**config.mk**
```make
export PLATFORM = sky130hd
export DESIGN_NAME = ccd_core
export DESIGN_NICKNAME = d
export VERILOG_FILES = /design/src/rtl/ccd_pkg.sv /design/src/rtl/ccd_core.sv
export SDC_FILE = /design/constraint.sdc
export NUM_CORES = 1
export LEC_CHECK = 0
export BUFFER_PORTS_ARGS = -buffer_cell sky130_fd_sc_hd__buf_2
export CAP_MARGIN = 20
export CELL_PAD_IN_SITES_DETAIL_PLACEMENT = 0
export CELL_PAD_IN_SITES_GLOBAL_PLACEMENT = 1
export CORE_MARGIN = 2
export CORE_UTILIZATION = 40
export DETAILED_ROUTE_END_ITERATION = 8
export PLACE_DENSITY = 0.67
export SYNTH_ARGS = -nofsm -noshare
export SYNTH_HDL_FRONTEND = slang
export SYNTH_SLANG_ARGS = --single-unit
```
**constraint.sdc**
```tcl
create_clock -name aclk -period 12.03 [get_ports aclk]
set_clock_uncertainty 0.1 [all_clocks]
set_input_delay 1.203 -clock aclk [delete_from_list [all_inputs] [get_ports aclk]]
set_output_delay 1.203 -clock aclk [all_outputs]
set_load 0.02 [all_outputs]
```
**src/rtl/ccd_pkg.sv**
```systemverilog
// Summary of operation
// - code 1111 true when carry clear; code 0111 true when carry set
// - code 0011 true when carry or zero is set
// - code 1011 true only when carry and zero are both clear
// - code 1001 true when sign xor overflow is 0; 0001 when 1
// - code 1010 true when zero or (sign xor overflow) is 0; 0010 when 1
// - add-with-carry 1x: dst+src+carry, sets C Z S V H, clears D
// - add 0x: dst+src, sets C Z S V H, clears D
// - and 5x: dst and src, sets Z S, clears V, keeps C D H
// - call D6/D4: stack pointer minus 2, push pc, jump; flags kept
// - decrement-branch rA: decrement r, add signed offset if nonzero
package ccd_pkg;
   // condition codes
   localparam logic [3:0] CC_NEVER                     = 4'h0;
   localparam logic [3:0] CC_SIGNED_BELOW_COND         = 4'h1;
   localparam logic [3:0] CC_SIGNED_AT_MOST_COND       = 4'h2;
   localparam logic [3:0] CC_UNSIGNED_LE_COND          = 4'h3;
   localparam logic [3:0] CC_OV                        = 4'h4;
   localparam logic [3:0] CC_MI                        = 4'h5;
   localparam logic [3:0] CC_Z                         = 4'h6;
   localparam logic [3:0] CC_C                         = 4'h7;
   localparam logic [3:0] CC_ALWAYS                    = 4'h8;
   localparam logic [3:0] CC_SIGNED_GREATER_EQUAL_COND = 4'h9;
   localparam logic [3:0] CC_SIGNED_ABOVE_COND         = 4'hA;
   localparam logic [3:0] CC_UNSIGNED_GT_COND          = 4'hB;
   localparam logic [3:0] CC_NOV                       = 4'hC;
   localparam logic [3:0] CC_PL                        = 4'hD;
   localparam logic [3:0] CC_NZ                        = 4'hE;
   localparam logic [3:0] CC_NC                        = 4'hF;
   // opcode high nibbles, a low nibble and full opcodes
   localparam logic [3:0] OP_ADD_HI              = 4'h0;
   localparam logic [3:0] OP_ADC_HI              = 4'h1;
   localparam logic [3:0] OP_AND_HI              = 4'h5;
   localparam logic [3:0] OP_DECREMENT_BRANCH_LO = 4'hA;
   localparam logic [7:0] OP_CALL_DIRECT_TARGET  = 8'hD6;
   localparam logic [7:0] OP_CALL_IRR            = 8'hD4;
   // flag bit positions in the flags byte
   localparam int FL_C = 7;
   localparam int FL_Z = 6;
   localparam int FL_S = 5;
   localparam int FL_V = 4;
   localparam int FL_D = 3;
   localparam int FL_H = 2;
   // axi register offsets
   localparam logic [3:0] A_INSTR = 4'h0; // w: [7:0] op [15:8] dst [23:16] src
   localparam logic [3:0] A_CTRL  = 4'h4; // rw: [3:0] cond, [15:8] offset
   localparam logic [3:0] A_STAT  = 4'h8; // r: [7:0] flags [15:8] result
   localparam logic [3:0] A_PCSP  = 4'hC; // r: [15:0] pc  [31:16] sp
   localparam logic [7:0]  FLAGS_RST = 8'h00;
   localparam logic [15:0] PC_RST    = 16'h000C;
   localparam logic [15:0] SP_RST    = 16'h0000;
   localparam logic [15:0] SP_CALL_STEP = 16'h0002;
   localparam logic [1:0]  RESP_OKAY   = 2'b00;
   localparam logic [1:0]  RESP_SLVERR = 2'b10;
   typedef enum logic [1:0] {
      OPK_NONE, OPK_ALU, OPK_CALL, OPK_DECREMENT_BRANCH
   } ccd_kind_e;
endpackage

```
**src/rtl/ccd_core.sv**
```systemverilog
`timescale 1ns/1ps
// software issues one instruction per write to the instruction register;
// the block decodes it, updates flags, pc, sp, a 16-entry working register
// file, and reports the pushed pc word. one write / one read at a time.
module ccd_core (
   // clock and reset
   input  wire logic        aclk,
   input  wire logic        aresetn,
   // axi4-lite write address
   input  wire logic        s_axi_awvalid,
   output logic             s_axi_awready,
   input  wire logic [3:0]  s_axi_awaddr,
   // axi4-lite write data
   input  wire logic        s_axi_wvalid,
   output logic             s_axi_wready,
   input  wire logic [31:0] s_axi_wdata,
   input  wire logic [3:0]  s_axi_wstrb,
   // axi4-lite write response
   output logic             s_axi_bvalid,
   input  wire logic        s_axi_bready,
   output logic [1:0]       s_axi_bresp,
   // axi4-lite read address
   input  wire logic        s_axi_arvalid,
   output logic             s_axi_arready,
   input  wire logic [3:0]  s_axi_araddr,
   // axi4-lite read data
   output logic             s_axi_rvalid,
   input  wire logic        s_axi_rready,
   output logic [31:0]      s_axi_rdata,
   output logic [1:0]       s_axi_rresp,
   // decode results
   output logic             cond_true,
   output logic [15:0]      push_word
);
   import ccd_pkg::*;

   // condition evaluation from the four flags
   function automatic logic eval_cond(input logic [3:0] cc,
                                      input logic [7:0] f);
      logic c;
      logic z;
      logic s;
      logic v;
      c = f[FL_C];
      z = f[FL_Z];
      s = f[FL_S];
      v = f[FL_V];
      case (cc)
         CC_NEVER:                     eval_cond = 1'b0;
         CC_ALWAYS:                    eval_cond = 1'b1;
         CC_C:                         eval_cond = c;
         CC_NC:                        eval_cond = ~c;
         CC_UNSIGNED_LE_COND:          eval_cond = c | z;
         CC_UNSIGNED_GT_COND:          eval_cond = ~c & ~z;
         CC_SIGNED_GREATER_EQUAL_COND: eval_cond = ~(s ^ v);
         CC_SIGNED_BELOW_COND:         eval_cond = s ^ v;
         CC_SIGNED_ABOVE_COND:         eval_cond = ~(z | (s ^ v));
         CC_SIGNED_AT_MOST_COND:       eval_cond = z | (s ^ v);
         CC_Z:                         eval_cond = z;
         CC_NZ:                        eval_cond = ~z;
         CC_MI:                        eval_cond = s;
         CC_PL:                        eval_cond = ~s;
         CC_OV:                        eval_cond = v;
         CC_NOV:                       eval_cond = ~v;
         default:                      eval_cond = 1'b0;
      endcase
   endfunction

   // axi slave state
   logic        aw_held;
   logic [3:0]  aw_addr;
   logic        w_held;
   logic [31:0] w_data;
   logic [3:0]  w_strb;
   logic        next_aw_held;
   logic [3:0]  next_aw_addr;
   logic        next_w_held;
   logic [31:0] next_w_data;
   logic [3:0]  next_w_strb;
   logic        next_bvalid;
   logic [1:0]  next_bresp;
   logic        next_rvalid;
   logic [31:0] next_rdata;
   logic [1:0]  next_rresp;
   logic        next_awready;
   logic        next_wready;
   logic        next_arready;
   logic        do_write;

   // block state
   logic [7:0]  flags;
   logic [7:0]  result;
   logic [15:0] pc;
   logic [15:0] sp;
   logic [3:0]  cond_sel;
   logic [7:0]  rel_off;
   logic [7:0]  wreg [16];
   logic [7:0]  next_flags;
   logic [7:0]  next_result;
   logic [15:0] next_pc;
   logic [15:0] next_sp;
   logic [3:0]  next_cond_sel;
   logic [7:0]  next_rel_off;
   logic        next_cond_true;
   logic [15:0] next_push_word;
   logic        wreg_we;
   logic [3:0]  wreg_idx;
   logic [7:0]  wreg_val;
   ccd_kind_e   kind;

   // write fires once both address and data are in hand and b is free
   assign do_write = aw_held & w_held & ~s_axi_bvalid;

   // axi channel bookkeeping
   always_comb begin
      next_aw_held = aw_held;
      next_aw_addr = aw_addr;
      next_w_held  = w_held;
      next_w_data  = w_data;
      next_w_strb  = w_strb;
      next_bvalid  = s_axi_bvalid;
      next_bresp   = s_axi_bresp;
      next_rvalid  = s_axi_rvalid;
      next_rdata   = s_axi_rdata;
      next_rresp   = s_axi_rresp;
      if (s_axi_awvalid && s_axi_awready) begin
         next_aw_held = 1'b1;
         next_aw_addr = s_axi_awaddr;
      end
      if (s_axi_wvalid && s_axi_wready) begin
         next_w_held = 1'b1;
         next_w_data = s_axi_wdata;
         next_w_strb = s_axi_wstrb;
      end
      if (do_write) begin
         next_aw_held = 1'b0;
         next_w_held  = 1'b0;
         next_bvalid  = 1'b1;
         next_bresp   = (aw_addr == A_INSTR || aw_addr == A_CTRL) ?
                        RESP_OKAY : RESP_SLVERR;
      end else if (s_axi_bvalid && s_axi_bready) begin
         next_bvalid = 1'b0;
      end
      if (s_axi_arvalid && s_axi_arready) begin
         next_rvalid = 1'b1;
         next_rresp  = RESP_OKAY;
         case (s_axi_araddr)
            A_STAT:  next_rdata = {16'h0000, result, flags};
            A_PCSP:  next_rdata = {sp, pc};
            A_CTRL:  next_rdata = {16'h0000, rel_off, 4'h0, cond_sel};
            default: begin
               next_rdata = 32'h00000000;
               next_rresp = RESP_SLVERR;
            end
         endcase
      end else if (s_axi_rvalid && s_axi_rready) begin
         next_rvalid = 1'b0;
      end
      // ready only while the holding slot is free; it drops on the edge an
      // item is taken so a held slot is never overwritten, at the cost of
      // one idle cycle between back-to-back items
      next_awready = ~next_aw_held & ~(s_axi_awvalid & s_axi_awready);
      next_wready  = ~next_w_held & ~(s_axi_wvalid & s_axi_wready);
      next_arready = ~next_rvalid & ~(s_axi_arvalid & s_axi_arready);
   end

   // instruction decode and execute
   always_comb begin
      logic [8:0] sum;
      logic [4:0] hsum;
      logic [7:0] dst;
      logic [7:0] src;
      logic [7:0] op;
      logic [7:0] dec;
      logic       cin;
      sum            = 9'h000;
      hsum           = 5'h00;
      dec            = 8'h00;
      cin            = 1'b0;
      op             = w_data[7:0];
      dst            = w_data[15:8];
      src            = w_data[23:16];
      kind           = OPK_NONE;
      next_flags     = flags;
      next_result    = result;
      next_pc        = pc;
      next_sp        = sp;
      next_cond_sel  = cond_sel;
      next_rel_off   = rel_off;
      next_push_word = push_word;
      wreg_we        = 1'b0;
      wreg_idx       = op[7:4];
      wreg_val       = 8'h00;
      next_cond_true = eval_cond(cond_sel, flags);
      if (do_write && aw_addr == A_CTRL) begin
         if (w_strb[0]) begin
            next_cond_sel = w_data[3:0];
         end
         if (w_strb[1]) begin
            next_rel_off = w_data[15:8];
         end
      end
      if (do_write && aw_addr == A_INSTR && w_strb[0]) begin
         if (op[7:4] == OP_ADD_HI || op[7:4] == OP_ADC_HI) begin
            kind = OPK_ALU;
            cin  = (op[7:4] == OP_ADC_HI) & flags[FL_C];
            sum  = {1'b0, dst} + {1'b0, src} + {8'h00, cin};
            hsum = {1'b0, dst[3:0]} + {1'b0, src[3:0]} + {4'h0, cin};
            next_result       = sum[7:0];
            next_flags[FL_C]  = sum[8];
            next_flags[FL_Z]  = (sum[7:0] == 8'h00);
            next_flags[FL_S]  = sum[7];
            next_flags[FL_V]  = (dst[7] == src[7]) && (sum[7] != dst[7]);
            next_flags[FL_D]  = 1'b0;
            next_flags[FL_H]  = hsum[4];
         end else if (op[7:4] == OP_AND_HI) begin
            kind = OPK_ALU;
            next_result      = dst & src;
            next_flags[FL_Z] = ((dst & src) == 8'h00);
            next_flags[FL_S] = dst[7] & src[7];
            next_flags[FL_V] = 1'b0;
         end else if (op == OP_CALL_DIRECT_TARGET || op == OP_CALL_IRR) begin
            kind = OPK_CALL;
            next_sp        = sp - SP_CALL_STEP;
            next_push_word = pc;
            // direct takes the immediate word, indirect a register pair
            next_pc = (op == OP_CALL_DIRECT_TARGET) ? {dst, src} :
                      {wreg[{dst[3:1], 1'b0}], wreg[{dst[3:1], 1'b1}]};
         end else if (op[3:0] == OP_DECREMENT_BRANCH_LO) begin
            kind     = OPK_DECREMENT_BRANCH;
            dec      = wreg[op[7:4]] - 8'h01;
            wreg_we  = 1'b1;
            wreg_val = dec;
            next_result = dec;
            // signed offset, sign-extended; flags stay put
            if (dec != 8'h00) begin
               next_pc = pc + {{8{dst[7]}}, dst};
            end
         end
         if (kind == OPK_ALU && op[3:0] == 4'h2) begin
            // register-register form writes back to the working file
            wreg_we  = 1'b1;
            wreg_idx = dst[3:0];
            wreg_val = next_result;
         end
      end
   end

   // register everything
   always_ff @(posedge aclk) begin
      if (!aresetn) begin
         aw_held       <= 1'b0;
         aw_addr       <= 4'h0;
         w_held        <= 1'b0;
         w_data        <= 32'h00000000;
         w_strb        <= 4'h0;
         s_axi_awready <= 1'b0;
         s_axi_wready  <= 1'b0;
         s_axi_arready <= 1'b0;
         s_axi_bvalid  <= 1'b0;
         s_axi_bresp   <= RESP_OKAY;
         s_axi_rvalid  <= 1'b0;
         s_axi_rdata   <= 32'h00000000;
         s_axi_rresp   <= RESP_OKAY;
         flags         <= FLAGS_RST;
         result        <= 8'h00;
         pc            <= PC_RST;
         sp            <= SP_RST;
         cond_sel      <= CC_NEVER;
         rel_off       <= 8'h00;
         cond_true     <= 1'b0;
         push_word     <= 16'h0000;
         for (int i = 0; i < 16; i++) begin
            wreg[i] <= 8'h00;
         end
      end else begin
         aw_held       <= next_aw_held;
         aw_addr       <= next_aw_addr;
         w_held        <= next_w_held;
         w_data        <= next_w_data;
         w_strb        <= next_w_strb;
         s_axi_awready <= next_awready;
         s_axi_wready  <= next_wready;
         s_axi_arready <= next_arready;
         s_axi_bvalid  <= next_bvalid;
         s_axi_bresp   <= next_bresp;
         s_axi_rvalid  <= next_rvalid;
         s_axi_rdata   <= next_rdata;
         s_axi_rresp   <= next_rresp;
         flags         <= next_flags;
         result        <= next_result;
         pc            <= next_pc;
         sp            <= next_sp;
         cond_sel      <= next_cond_sel;
         rel_off       <= next_rel_off;
         cond_true     <= next_cond_true;
         push_word     <= next_push_word;
         if (wreg_we) begin
            wreg[wreg_idx] <= wreg_val;
         end
      end
   end
endmodule

```
# After elaboration in Yosys (flattened, before gate mapping)
# Memories as Yosys holds them, arrays and structs flattened. A register that Yosys moved wholly into a read port is not among the register bits.
# Index checks and enable logic that the tools add are counted.
word_totals:
  mem_bits_rw: 128
  inputBits: 51
  mem_bits_ro: 0
  n_memories: 1
  wordCells: 173
  out_inout_bits: 58
  latch_bits: 0
  regBits: 147
memory_table:
  columns: ["name", "depth", "word_bits", "rd", "rd_clocked_by_memory_dff", "write_ports", "line_no", "text"]
  rows:
  - ["wreg", 16, 8, 3, 3, 16, "ccd_core.sv:97", "logic [7:0] wreg [16];"]
classes:
  reduce_logical: 31
  bitwise_logic: 30
  eq_ne: 28
  n_addsub: 7
  mul: 0
  muxes: 54
  shift: 0
  order_cmp: 0
  div: 0
op_table:
  columns: ["cell", "n"]
  rows:
  - ["32-bit one-hot mux with 3 select lines", 1]
  - ["8-bit 2-to-1 mux", 11]
  - ["16-bit 2-to-1 mux", 4]
  - ["4-bit equality test, second input constant", 11]
  - ["4-bit 2-to-1 mux", 9]
  - ["4-bit by 3-bit equality test with 1-bit output, second input constant", 7]
  - ["1-bit 2-to-1 mux", 19]
  - ["16-bit adder", 1]
  - ["8-bit equality test, second input constant", 2]
  - ["8-bit logical NOT", 2]
  - ["1-bit one-hot mux with 16 select lines", 1]
  - ["16-bit by 2-bit subtractor with 16-bit output, second input constant", 1]
  - ["1-bit inverter", 15]
  - ["2-bit 2-to-1 mux", 7]
  - ["4-bit by 2-bit equality test with 1-bit output, second input constant", 3]
  - ["4-bit logical NOT", 3]
  - ["1-bit bitwise AND", 11]
  - ["1-bit logical AND", 10]
  - ["8-bit by 8-bit adder with 9-bit output", 1]
  - ["9-bit by 1-bit adder with 9-bit output", 1]
  - ["8-bit bitwise AND", 1]
  - ["4-bit by 1-bit equality test with 1-bit output, second input constant", 2]
  - ["2-bit AND reduction", 4]
  - ["2-bit nonzero test", 4]
  - ["other kinds (15)", 19]

# Longest topological paths before layout
# Gate-level depths: netlist of the first run.
logic_depth:
  depth_word: 15
  mapped_depth: 16
  ltp_nobuf: 13

# Least setup slack after synthesis of the first run
# No wires, ideal clock.
synth_timing:
  path_kind: "register -> register"
  start: "register w_data[5]"
  end: "memory wreg[0][6] (data pin)"
  setup_ns: 0.266
  synth_period_minus_slack_ns: 3.781
  required_time_ns: 11.664
  setup_slack_ns: 8.249
  path_stages_with_launch: 17
  arrival_ns: 3.415
  path_cell_list: "dfxtp_1 -> clkbuf_1 -> nor3_1 -> clkbuf_1 -> nand3_1 -> fa_1 -> fa_1 -> nor2b_1 -> o21ai_0 -> a21boi_0 -> o21ai_0 -> nand2_1 -> xor2_1 -> a22o_1 -> a21oi_1 -> buf_2 -> nor2_1"
synth_rtl:
  columns: ["item", "line_no", "text"]
  rows:
  - ["start: declaration", "ccd_core.sv:73", "logic [31:0] w_data;"]
  - ["start signal: assignment", "ccd_core.sv:280", "w_data <= next_w_data;"]
  - ["end: declaration", "ccd_core.sv:97", null]

==> results of run 1 <==
[sequential cells by signal (all words and copies together) (netlist names), named ones only]
name,flops
s_axi_bvalid,1
result,8
s_axi_rdata,31
push_word,16
rel_off,8
s_axi_rresp,1
pc,16
s_axi_rvalid,1
flags,5
w_held,1
aw_held,1
s_axi_bresp,1
wreg,128
cond_true,1
sp,15
cond_sel,4
aw_addr,4
w_strb,2
s_axi_arready,1
s_axi_wready,1
s_axi_awready,1
w_data,24
[critical path, cell delays in order (launching register included)]
cell and delay, ns:
sky130_fd_sc_hd__dfxtp_1 0.56, sky130_fd_sc_hd__nor3_1 0.11, sky130_fd_sc_hd__buf_4 0.20, sky130_fd_sc_hd__nor2_1 0.76, sky130_fd_sc_hd__and2_1 0.24, sky130_fd_sc_hd__buf_4 0.25
sky130_fd_sc_hd__nand2_1 0.15, sky130_fd_sc_hd__o21ai_0 0.16, sky130_fd_sc_hd__nor4b_2 0.66, sky130_fd_sc_hd__nand2_1 0.45, sky130_fd_sc_hd__nand2_1 0.48
[per-stage QoR]
step                worst slack (ns)  hold slack, ns  util, %  instances
floorplan                       8.25           0.331        -       1407
global placement                7.47           0.342     42.7       1888
detailed placement              7.40           0.344     42.7       1888
CTS                             7.41           0.352     45.4       1941
global route                    7.21           0.364     45.5       1944
finish                          7.53           0.351     45.5       1944
[final timing paths]
check | startpoint | endpoint | slack [ns] | depth (start not counted)
worst max register to register | w_data[5] | wreg[9][0] | 7.53 | 10
worst min register to register | push_word[13] | push_word[13] | 0.35 | 2
worst min-delay path | push_word[13] | push_word[13] | 0.35 | 2
worst max-delay path | w_data[5] | wreg[9][0] | 7.53 | 10
[cells in the mapped netlist, drive strengths merged, types with 3 or more instances]
library cell | n | area [um2]
nor2b | 9 | 56.3
o22ai | 3 | 18.8
and2 | 12 | 75.1
xor2 | 14 | 123
a21oi | 112 | 579
or3 | 10 | 62.6
nor3b | 3 | 22.5
inv | 26 | 97.6
nand2 | 182 | 691
o21ai | 51 | 255
ha | 26 | 325
or4 | 3 | 26.3
nor3 | 36 | 191
o21a | 6 | 45.0
a31oi | 8 | 65.1
clkbuf | 71 | 267
a21o | 4 | 30.0
buf | 23 | 175
fa | 3 | 60.1
dfxtp | 150 | 3000
a22o | 5 | 43.8
nor2 | 234 | 911
edfxtp | 128 | 3840
nand2b | 11 | 68.8
o211ai | 7 | 52.6
a221oi | 15 | 155
a22oi | 17 | 128
nand4 | 3 | 18.8
nor4 | 5 | 31.3
o311a | 3 | 30.0
and3 | 9 | 61.3
mux2 | 11 | 124
a211oi | 26 | 245
mux2i | 27 | 270
nand3 | 23 | 120
nor4b | 4 | 35.0
o22a | 3 | 26.3
xnor2 | 18 | 158
o221ai | 4 | 41.3
mux4 | 68 | 1530
[power groups by stage]
stage	combinational [mW]	sequential (mW)	clock [mW]
2_1_floorplan	0.137	1.05	0
4_1_cts	0.192	1.04	0.931
3_5_place_dp	0.192	1.06	0
3_3_place_gp	0.190	1.06	0
6_report	0.197	1.04	0.916
5_1_grt	0.213	1.04	0.966
[metal layers]
layer  global-route usage (%)  up-vias
met2                     35.8      407
met1                     32.7     5377
met4                     6.87        0
li1                         -     5239
met3                     4.72       74
met5                        0        -
[logic make-up after synthesis]
family	Yosys count	synth area share, %
simple gates	552	17.0
other cells	1	0.0262
flops	278	47.8
buf+inv	121	3.79
xor+xnor	32	1.96
compound gates	286	13.3
fa+ha+maj	29	2.69
mux	106	13.4
[final cells by class]
type | instances | share of cell area, %
multi-input combinational | 1008 | 43.2
inverter | 27 | 0.644
sequential | 278 | 42.5
tap | 461 | 3.58
timing repair buffer | 117 | 4.15
clock inverter | 15 | 0.792
clock buffer | 38 | 5.12
==> results.ini, run 1 <==
[run_status]
outcome = finished clean

[placed_design]
hpwlAfterDp_um = 31900
routabilityCongestion = 0.920
dpl-instance-area_um2 = 15100
numPortBuffers = 95

[pwr]
power_switching_share_pct = 25.1
cellInternalPower_mw = 1.61
peakVddDrop_mv = 0.115
totalPowerFinal_mw = 2.15
clock_share_of_power_pct = 42.5
power_frac_comb_pct = 9.1
power.share.sequential_pct = 48.3
power_density_over_the_cells_nw_per_um2 = 134
cellLeakagePower_nw = 5.73
net-switching-power_uw = 541

[finish]
mostFrequentLayoutCell = sky130_fd_sc_hd__nor2_1
seqCellArea_um2 = 6850
final_cell_mix = 223 x sky130_fd_sc_hd__nor2_1, 181 x sky130_fd_sc_hd__nand2_1, 147 x sky130_fd_sc_hd__dfxtp_1
fin_area_um2 = 16100
insertedDiodeCount = 0
fillers = 3402
flow.area_growth_from_synthesis_pct = 12.5
final_layout_size_suffix_gt1_share_pct = 19.2
multi_input_gate_area_um2 = 6970
nNetsFinal = 1543

[setup_path]
worstSetupEndpointType = flop
timing.critical_path.fanout_max = 19
startpoint_type = flop
crit_type = flop to flop
worst_ep_arrival_time_ns = 4.61
timing.critical_path.required_ns = 12.14

[clocking]
cts-root-to-sink-buffers = 3
path_clk_slew_ns = 0.06
cts_resized = 0
cts_max_level = 1
cts-root-buf = sky130_fd_sc_hd__clkbuf_16
cts_num_sinks = 278
clkLatencyLatePin_ns = 0.59
cts_tree = built
cts_inserted_buffers = 31
post-cts-setup-buffer-count = 0
ctsHoldBuffers = 0

[global_route]
via_count_of_the_first_global_routing_pass = 10587
grt_remaining_overflow = 0
wire_length_of_the_first_global_routing_pass_um = 66500
grt_max_degree = 100
grt.total_usage_pct = 23.1
antenna_violations_before_repair = 0

[synthesis]
synth-edff-count = 128
synth_cell_type_count = 87
ys_dominant_reg_cell = sky130_fd_sc_hd__dfxtp_1
fraction_of_the_yosys_area_taken_by_sequential_cells_pct = 47.8
synth.cell_area_um2 = 14300
ys.warnings.count = 0
synth-seq-cells = 278
mean_post_synth_cell_area_um2 = 10.2
asyncSetResetFlopFracSynth_pct = 0
postSynthCellCount = 1405

[sta]
post-route-period-util_pct = 37.4
fin_crit_ns = 4.50
clock.fmax_mhz = 222
maxSlewViolCount = 0
finalSetupViolCount = 0
unrepaired_setup_endpoints_after_global_routing = no
timing.slew.headroom_pct = 26.1
hold_viol_final = 0
setup_total_negative_slack_ns = 0
tightestPinTransition_ns = 1.11

[routing]
detailroute.via_count = 11097
drtIter0Drc = 960
drc_violations_left = 0
highest-signal-layer = met4
wirelength_um = 43700
drt_pre_antenna_iters = 5
ant_nets = 0
drt-wirelength-per-cell_um = 22.5
wl_met2_um = 19700
vias_per_cell = 5.71
wl_met1_um = 19400
met3RoutedLength_um = 3360

[floorplanning]
num_rows = 69
design.die.area_um2 = 37400
core_area_um2 = 35400
chipWidth_um = 193
fp.dieH_um = 193
top_level_ports = 109
effective_utilization_at_floorplan_pct = 40.5

[job]
cap_viol_max_count = 0

[hold_path]
path_category_of_the_worst_min_delay_check = flop to flop

No activity file was read; power rests on OpenSTA's default activity.
==> inputs of run 2 (changes only) <==
Settings changed: ABC_AREA set to 1, PLACE_DENSITY 0.67 to 0.71.
Clock period 12.03 ns to 4.2 ns, I/O delays scaled along.
==> run 2 against run 1 <==
Effect of this change: non-clock buffer count rose by 18; clock-buffer cell count grew 6; combinational power grew to 4.5 times the previous value; wire length up 17%; die area up 4.6%; total power rose to 3.1 times the previous value; fmax up 21%; final cell count is 31% higher.
==> results.ini, run 2 <==
[synthesis]
ys_dominant_reg_cell = sky130_fd_sc_hd__dfxtp_1
most_common_library_cells_after_synthesis = 383 x sky130_fd_sc_hd__nand2_1, 235 x sky130_fd_sc_hd__nor2_1, 225 x sky130_fd_sc_hd__a21oi_1
synth-seq-cells = 278
ys.warnings.count = 0
synth.top_cells.by_area = sky130_fd_sc_hd__edfxtp_1 26%, sky130_fd_sc_hd__dfxtp_1 20%, sky130_fd_sc_hd__nand2_1 9.6%
mean_post_synth_cell_area_um2 = 7.57
fraction_of_the_yosys_area_taken_by_sequential_cells_pct = 45.6
synth.largest_area_cell = sky130_fd_sc_hd__edfxtp_1
synth.cell_area_um2 = 15000
yosys.area.top_type_share_pct = 25.6
postSynthCellCount = 1983
post-synth-top-count-cell = sky130_fd_sc_hd__nand2_1
asyncSetResetFlopFracSynth_pct = 0
synth-edff-count = 128
synth_cell_type_count = 57

[global_route]
grt_max_degree = 80
grt_remaining_overflow = 0
wire_length_of_the_first_global_routing_pass_um = 77400
grt.total_usage_pct = 26.0
via_count_of_the_first_global_routing_pass = 13201
antenna_violations_before_repair = 0

[pwr]
power_density_over_the_cells_nw_per_um2 = 395
totalPowerFinal_mw = 6.72
cellLeakagePower_nw = 7.03
peakVddDrop_mv = 0.320

[finish]
multi_input_gate_area_um2 = 6910
seqCellArea_um2 = 6850
final_layout_size_suffix_gt1_share_pct = 12.2
fillers = 3830
mostFrequentLayoutCell = sky130_fd_sc_hd__nand2_1
largest_register = wreg
final_cell_mix = 383 x sky130_fd_sc_hd__nand2_1, 235 x sky130_fd_sc_hd__nor2_1, 225 x sky130_fd_sc_hd__a21oi_1
insertedDiodeCount = 0
largest_reg_flops = 128
largest_registers_in_the_final_layout = wreg x128, s_axi_rdata x31, w_data x24
nNetsFinal = 2130
flow.area_growth_from_synthesis_pct = 13.2

[placed_design]
hpwlAfterDp_um = 36400
numPortBuffers = 95
routabilityCongestion = 0.937

[floorplanning]
effective_utilization_at_floorplan_pct = 40.8
top_level_ports = 109
core_area_um2 = 36800
chipWidth_um = 198
fp.dieH_um = 198
num_rows = 70
design.die.area_um2 = 39100

[job]
cap_viol_max_count = 0

[setup_path]
timing.critical_path.required_ns = 4.42
crit_type = flop to flop
worst-r2r-setup-slack_ns = 0.47
worstSetupEndpointType = flop
worst_ep_arrival_time_ns = 3.95
timing.critical_path.fanout_max = 16
startpoint_type = flop

[routing]
drtIter0Drc = 1225
vias_per_cell = 5.55
drc_violations_left = 0
drt_pre_antenna_iters = 5
drt-wirelength-per-cell_um = 20.2
wirelength_um = 51300
ant_nets = 0
detailroute.via_count = 14110

[hold_path]
path_category_of_the_worst_min_delay_check = primary input to flop

[clocking]
clkLatencyLatePin_ns = 0.58
path_clk_slew_ns = 0.06
cts_max_level = 1
cts_tree = built
cts_inserted_buffers = 31
cts-root-buf = sky130_fd_sc_hd__clkbuf_16
cts_num_sinks = 278
post-cts-setup-buffer-count = 0
cts-root-to-sink-buffers = 3

[run_status]
outcome = finished clean

[sta]
unrepaired_setup_endpoints_after_global_routing = no
tightestPinTransition_ns = 1.04
clock.fmax_mhz = 268
maxSlewViolCount = 0
setup_total_negative_slack_ns = 0
hold_viol_final = 0
fin_crit_ns = 3.73
post-route-period-util_pct = 88.9
timing.slew.headroom_pct = 30.8
finalSetupViolCount = 0

run 2: cell families after synthesis:
group | synth area share (%)
flip-flops | 45.6
other | 0.0250
XOR/XNOR | 0.758
buffers and inverters | 8.43
AND/OR/NAND/NOR | 25.5
adder cells (fa/ha/maj) | 2.57
AO/OA/AOI/OAI | 17.1
run 2: through the flow:
stage	setup slack (ns)	cells	utilization, %	area (um2)	hold WS (ns)
2_1_floorplan	0.923	1985	-	15000	0.348
3_3_place_gp	0.526	2479	43.2	15900	0.348
3_5_place_dp	0.478	2479	43.2	15900	0.350
4_1_cts	0.475	2543	46.2	17000	0.0114
5_1_grt	0.168	2543	46.2	17000	0.0386
6_report	0.468	2543	46.2	17000	0.0251
run 2: path summary, 6_finish.rpt:
check / startpoint / end / depth (start not counted)
max: w_data[6] / wreg[3][6] / 17
max reg2reg: w_data[6] / wreg[3][6] / 17
min reg2reg: push_word[12] / push_word[12] / 2
min: s_axi_wdata[19] / w_data[19] / 3
run 2: cell type report:
| class | instances | area share, % |
|---|---|---|
| clock buffer | 44 | 5.15 |
| clock inverter | 14 | 1.05 |
| inverter | 207 | 4.57 |
| multi-input combinational | 1397 | 40.6 |
| sequential | 278 | 40.3 |
| tap | 468 | 3.45 |
| timing repair buffer | 135 | 4.82 |
run 2: report_power, final:
| group | switching [mW] | leakage, nW | internal (mW) |
|---|---|---|---|
| Clock | 1.15 | 0.518 | 1.69 |
| Combinational | 0.628 | 3.97 | 0.257 |
| Sequential | 0.0805 | 2.54 | 2.91 |
run 2: per-layer routing:
metal	GRT usage, %	wire, um	part of all wire (%)	vias up
met5	0	0	0	-
met4	7.21	1290	2.5	0
met3	2.69	3290	6.4	82
met2	40.7	23000	45	451
met1	38.3	23600	46	6799
li1	-	-	-	6778
run 2: worst max-delay path, stage by stage, from the launching register on:
cell,delay [ns]
sky130_fd_sc_hd__dfxtp_1,0.35
sky130_fd_sc_hd__nor2_1,0.15
sky130_fd_sc_hd__nand3_1,0.17
sky130_fd_sc_hd__fa_1,0.44
sky130_fd_sc_hd__fa_1,0.39
sky130_fd_sc_hd__or2_2,0.32
sky130_fd_sc_hd__nand2_1,0.06
sky130_fd_sc_hd__o21ai_0,0.12
sky130_fd_sc_hd__nor2_1,0.12
sky130_fd_sc_hd__inv_1,0.06
sky130_fd_sc_hd__nand2_1,0.05
sky130_fd_sc_hd__o21ai_0,0.11
sky130_fd_sc_hd__xor2_1,0.17
sky130_fd_sc_hd__or2_2,0.30
sky130_fd_sc_hd__nand3_1,0.11
sky130_fd_sc_hd__nand2_1,0.07
sky130_fd_sc_hd__inv_2,0.30
sky130_fd_sc_hd__nor2_1,0.08
run 2: repair_timing:
item | in CTS | in global routing
gates resized for setup | 0 | 0
hold buffers | 6 | 0
hold endpoints to repair | 6 | 0
==> inputs of run 3 (changes only) <==
Settings changed: CTS_BUF_LIST set to sky130_fd_sc_hd__clkbuf_16.
==> run 3 against run 2 <==
Effect of this change: register-to-register slack about the same; largest cell class unchanged; first-iteration DRC count down 12%; fmax down 0.18%.
==> results.ini, run 3 (synthesized netlist as in run 2, its figures left out) <==
[finish]
final_core_utilization_pct = 46.1
insertedDiodeCount = 0
flow.area_growth_from_synthesis_pct = 12.9
fillers = 3837
seqCellArea_um2 = 6850
mostFrequentLayoutCell = sky130_fd_sc_hd__nand2_1
largest_register = wreg
final_cell_mix = 383 x sky130_fd_sc_hd__nand2_1, 235 x sky130_fd_sc_hd__nor2_1, 225 x sky130_fd_sc_hd__a21oi_1
largest_reg_flops = 128
multi_input_gate_area_um2 = 6910
nNetsFinal = 2130
fin_area_um2 = 16900
largest_registers_in_the_final_layout = wreg x128, s_axi_rdata x31, w_data x24
final_layout_size_suffix_gt1_share_pct = 12.0

[setup_path]
regToRegEndpoint = wreg[1][6]
cp-endpoint = wreg[1][6]
critical-path-slowest-cell = sky130_fd_sc_hd__fa_1
reg2reg_from = w_data[6]
startpoint_type = flop
slowest_delay_ns = 0.44
crit_path_cell_trace = nor2_1, nand3_1, fa_1, fa_1, or2_2, nand2_1, o21ai_0, nor2_1, inv_1, nand2_1, o21ai_0, xor2_1, or2_2, nand3_1, nand2_1, inv_2, nor2_1
worstSetupEndpointType = flop
timing.critical_path.fanout_max = 16
worst_ep_arrival_time_ns = 3.96
timing.critical_path.required_ns = 4.42
crit_start = w_data[6]
crit_type = flop to flop
worst-r2r-setup-slack_ns = 0.46
r2r.worst_path.cells = 17

[pwr]
cellLeakagePower_nw = 7.03
net-switching-power_mw = 1.86
power_frac_comb_pct = 13.4
power_density_over_the_cells_nw_per_um2 = 390
peakVddDrop_mv = 0.320
power_switching_share_pct = 28.1
cellInternalPower_mw = 4.75
power.share.sequential_pct = 45.3
clock_share_of_power_pct = 41.3

[routing]
drc_violations_left = 0
ant_nets = 0
vias_per_cell = 5.54
wirelength_um = 51000
drtIter0Drc = 1078
detailroute.via_count = 14099
drt-wirelength-per-cell_um = 20.1
drt_pre_antenna_iters = 6

[placed_design]
hpwlAfterDp_um = 36400
routabilityCongestion = 0.937
detailedPlace.worstSlack_ns = 0.478
dpl-instance-area_um2 = 15900
numPortBuffers = 95

[floorplanning]
design.die.area_um2 = 39100
num_rows = 70
effective_utilization_at_floorplan_pct = 40.8
core_area_um2 = 36800
fp.dieH_um = 198
chipWidth_um = 198
top_level_ports = 109

[sta]
unrepaired_setup_endpoints_after_global_routing = no
timing.slew.headroom_pct = 31.4
timing.hold.ws_ns = 0.0246
setup_slack_ns = 0.461
finalSetupViolCount = 0
clock.fmax_mhz = 267
hold_viol_final = 0
post-route-period-util_pct = 89.0
fin_crit_ns = 3.74
maxSlewViolCount = 0
tightestPinTransition_ns = 1.03
setup_total_negative_slack_ns = 0

[clocking]
cts_inserted_buffers = 31
clkLatencyLatePin_ns = 0.59
cts_resized = 0
cts-root-buf = sky130_fd_sc_hd__clkbuf_16
cts_max_level = 1
cts_num_sinks = 278
cts-root-to-sink-buffers = 3
path_clk_slew_ns = 0.06
cts_tree = built

[global_route]
busiest_layer = met2
grt_remaining_overflow = 0
wire_length_of_the_first_global_routing_pass_um = 77300
groute.layer.met2.usage_pct = 40.5
grt_max_degree = 80
grt_util_met3_pct = 2.88
antenna_violations_before_repair = 0
grtUsageMet1_pct = 38.1
grt.total_usage_pct = 26.0
via_count_of_the_first_global_routing_pass = 13199

[run_status]
outcome = finished clean

[job]
cap_viol_max_count = 0

[hold_path]
path_category_of_the_worst_min_delay_check = primary input to flop

[run 3: changes by cell type in the layout (fill, tap and decap cells not counted)]
cell,delta
sky130_fd_sc_hd__clkinv_1,+5
sky130_fd_sc_hd__clkbuf_1,-8
sky130_fd_sc_hd__clkbuf_8,-5
sky130_fd_sc_hd__inv_1,+8
[run 3: what timing repair did]
item / CTS / global route
hold endpoints to repair: 6 / 0
hold buffers: 6 / 0
buffers inserted: 0 / 0
[run 3: power by group through the flow]
stage          clock network [mW]  registers (mW)  logic [mW]
6_report                     2.73            2.99       0.883
2_1_floorplan                   0            3.02       0.592
5_1_grt                      2.85            3.00       0.977
3_5_place_dp                    0            3.05       0.867
3_3_place_gp                    0            3.05       0.863
4_1_cts                      2.76            2.99       0.875
[run 3: worst min-delay path by stage]
stage | start | to | cells after the start | slack (ns)
floorplan | w_data[18] | w_data[18] | 2 | 0.35
global placement | push_word[10] | push_word[10] | 2 | 0.35
detailed placement | push_word[12] | push_word[12] | 2 | 0.35
CTS | s_axi_wdata[19] | w_data[19] | 3 | 0.01
global route | s_axi_awaddr[2] | aw_addr[2] | 3 | 0.04
finish | s_axi_wdata[19] | w_data[19] | 3 | 0.02
[run 3: per-stage QoR]
stage | std cells | total power [mW]
6_report | 2543 | 6.60
5_1_grt | 2543 | 6.83
4_1_cts | 2543 | 6.62
3_5_place_dp | 2479 | 3.92
3_3_place_gp | 2479 | 3.91
2_1_floorplan | 1985 | 3.62
[run 3: layer usage]
metal,vias to the layer above,routed length (um)
li1,6791,-
met1,6758,23500
met2,473,22800
met3,77,3460
met4,0,1330
met5,-,0
[run 3: layout make-up]
cell class / count / area share, %
clock buffers: 31 / 4.58
clock inverters: 27 / 1.34
inverters: 207 / 4.59
multi-input cells: 1397 / 40.8
flip-flops and latches: 278 / 40.4
well taps: 468 / 3.46
repair buffers: 135 / 4.83
[run 3: worst max-delay path: cells and delay by family, from the launching register on]
family / cells / cell delay (ns)
and+or+nand+nor: 10 / 1.44
adders and majority gates: 2 / 0.83
buffers and inverters: 2 / 0.37
DFF: 1 / 0.35
AOI/OAI and AO/OA: 2 / 0.23
xor gates and xnor gates: 1 / 0.17
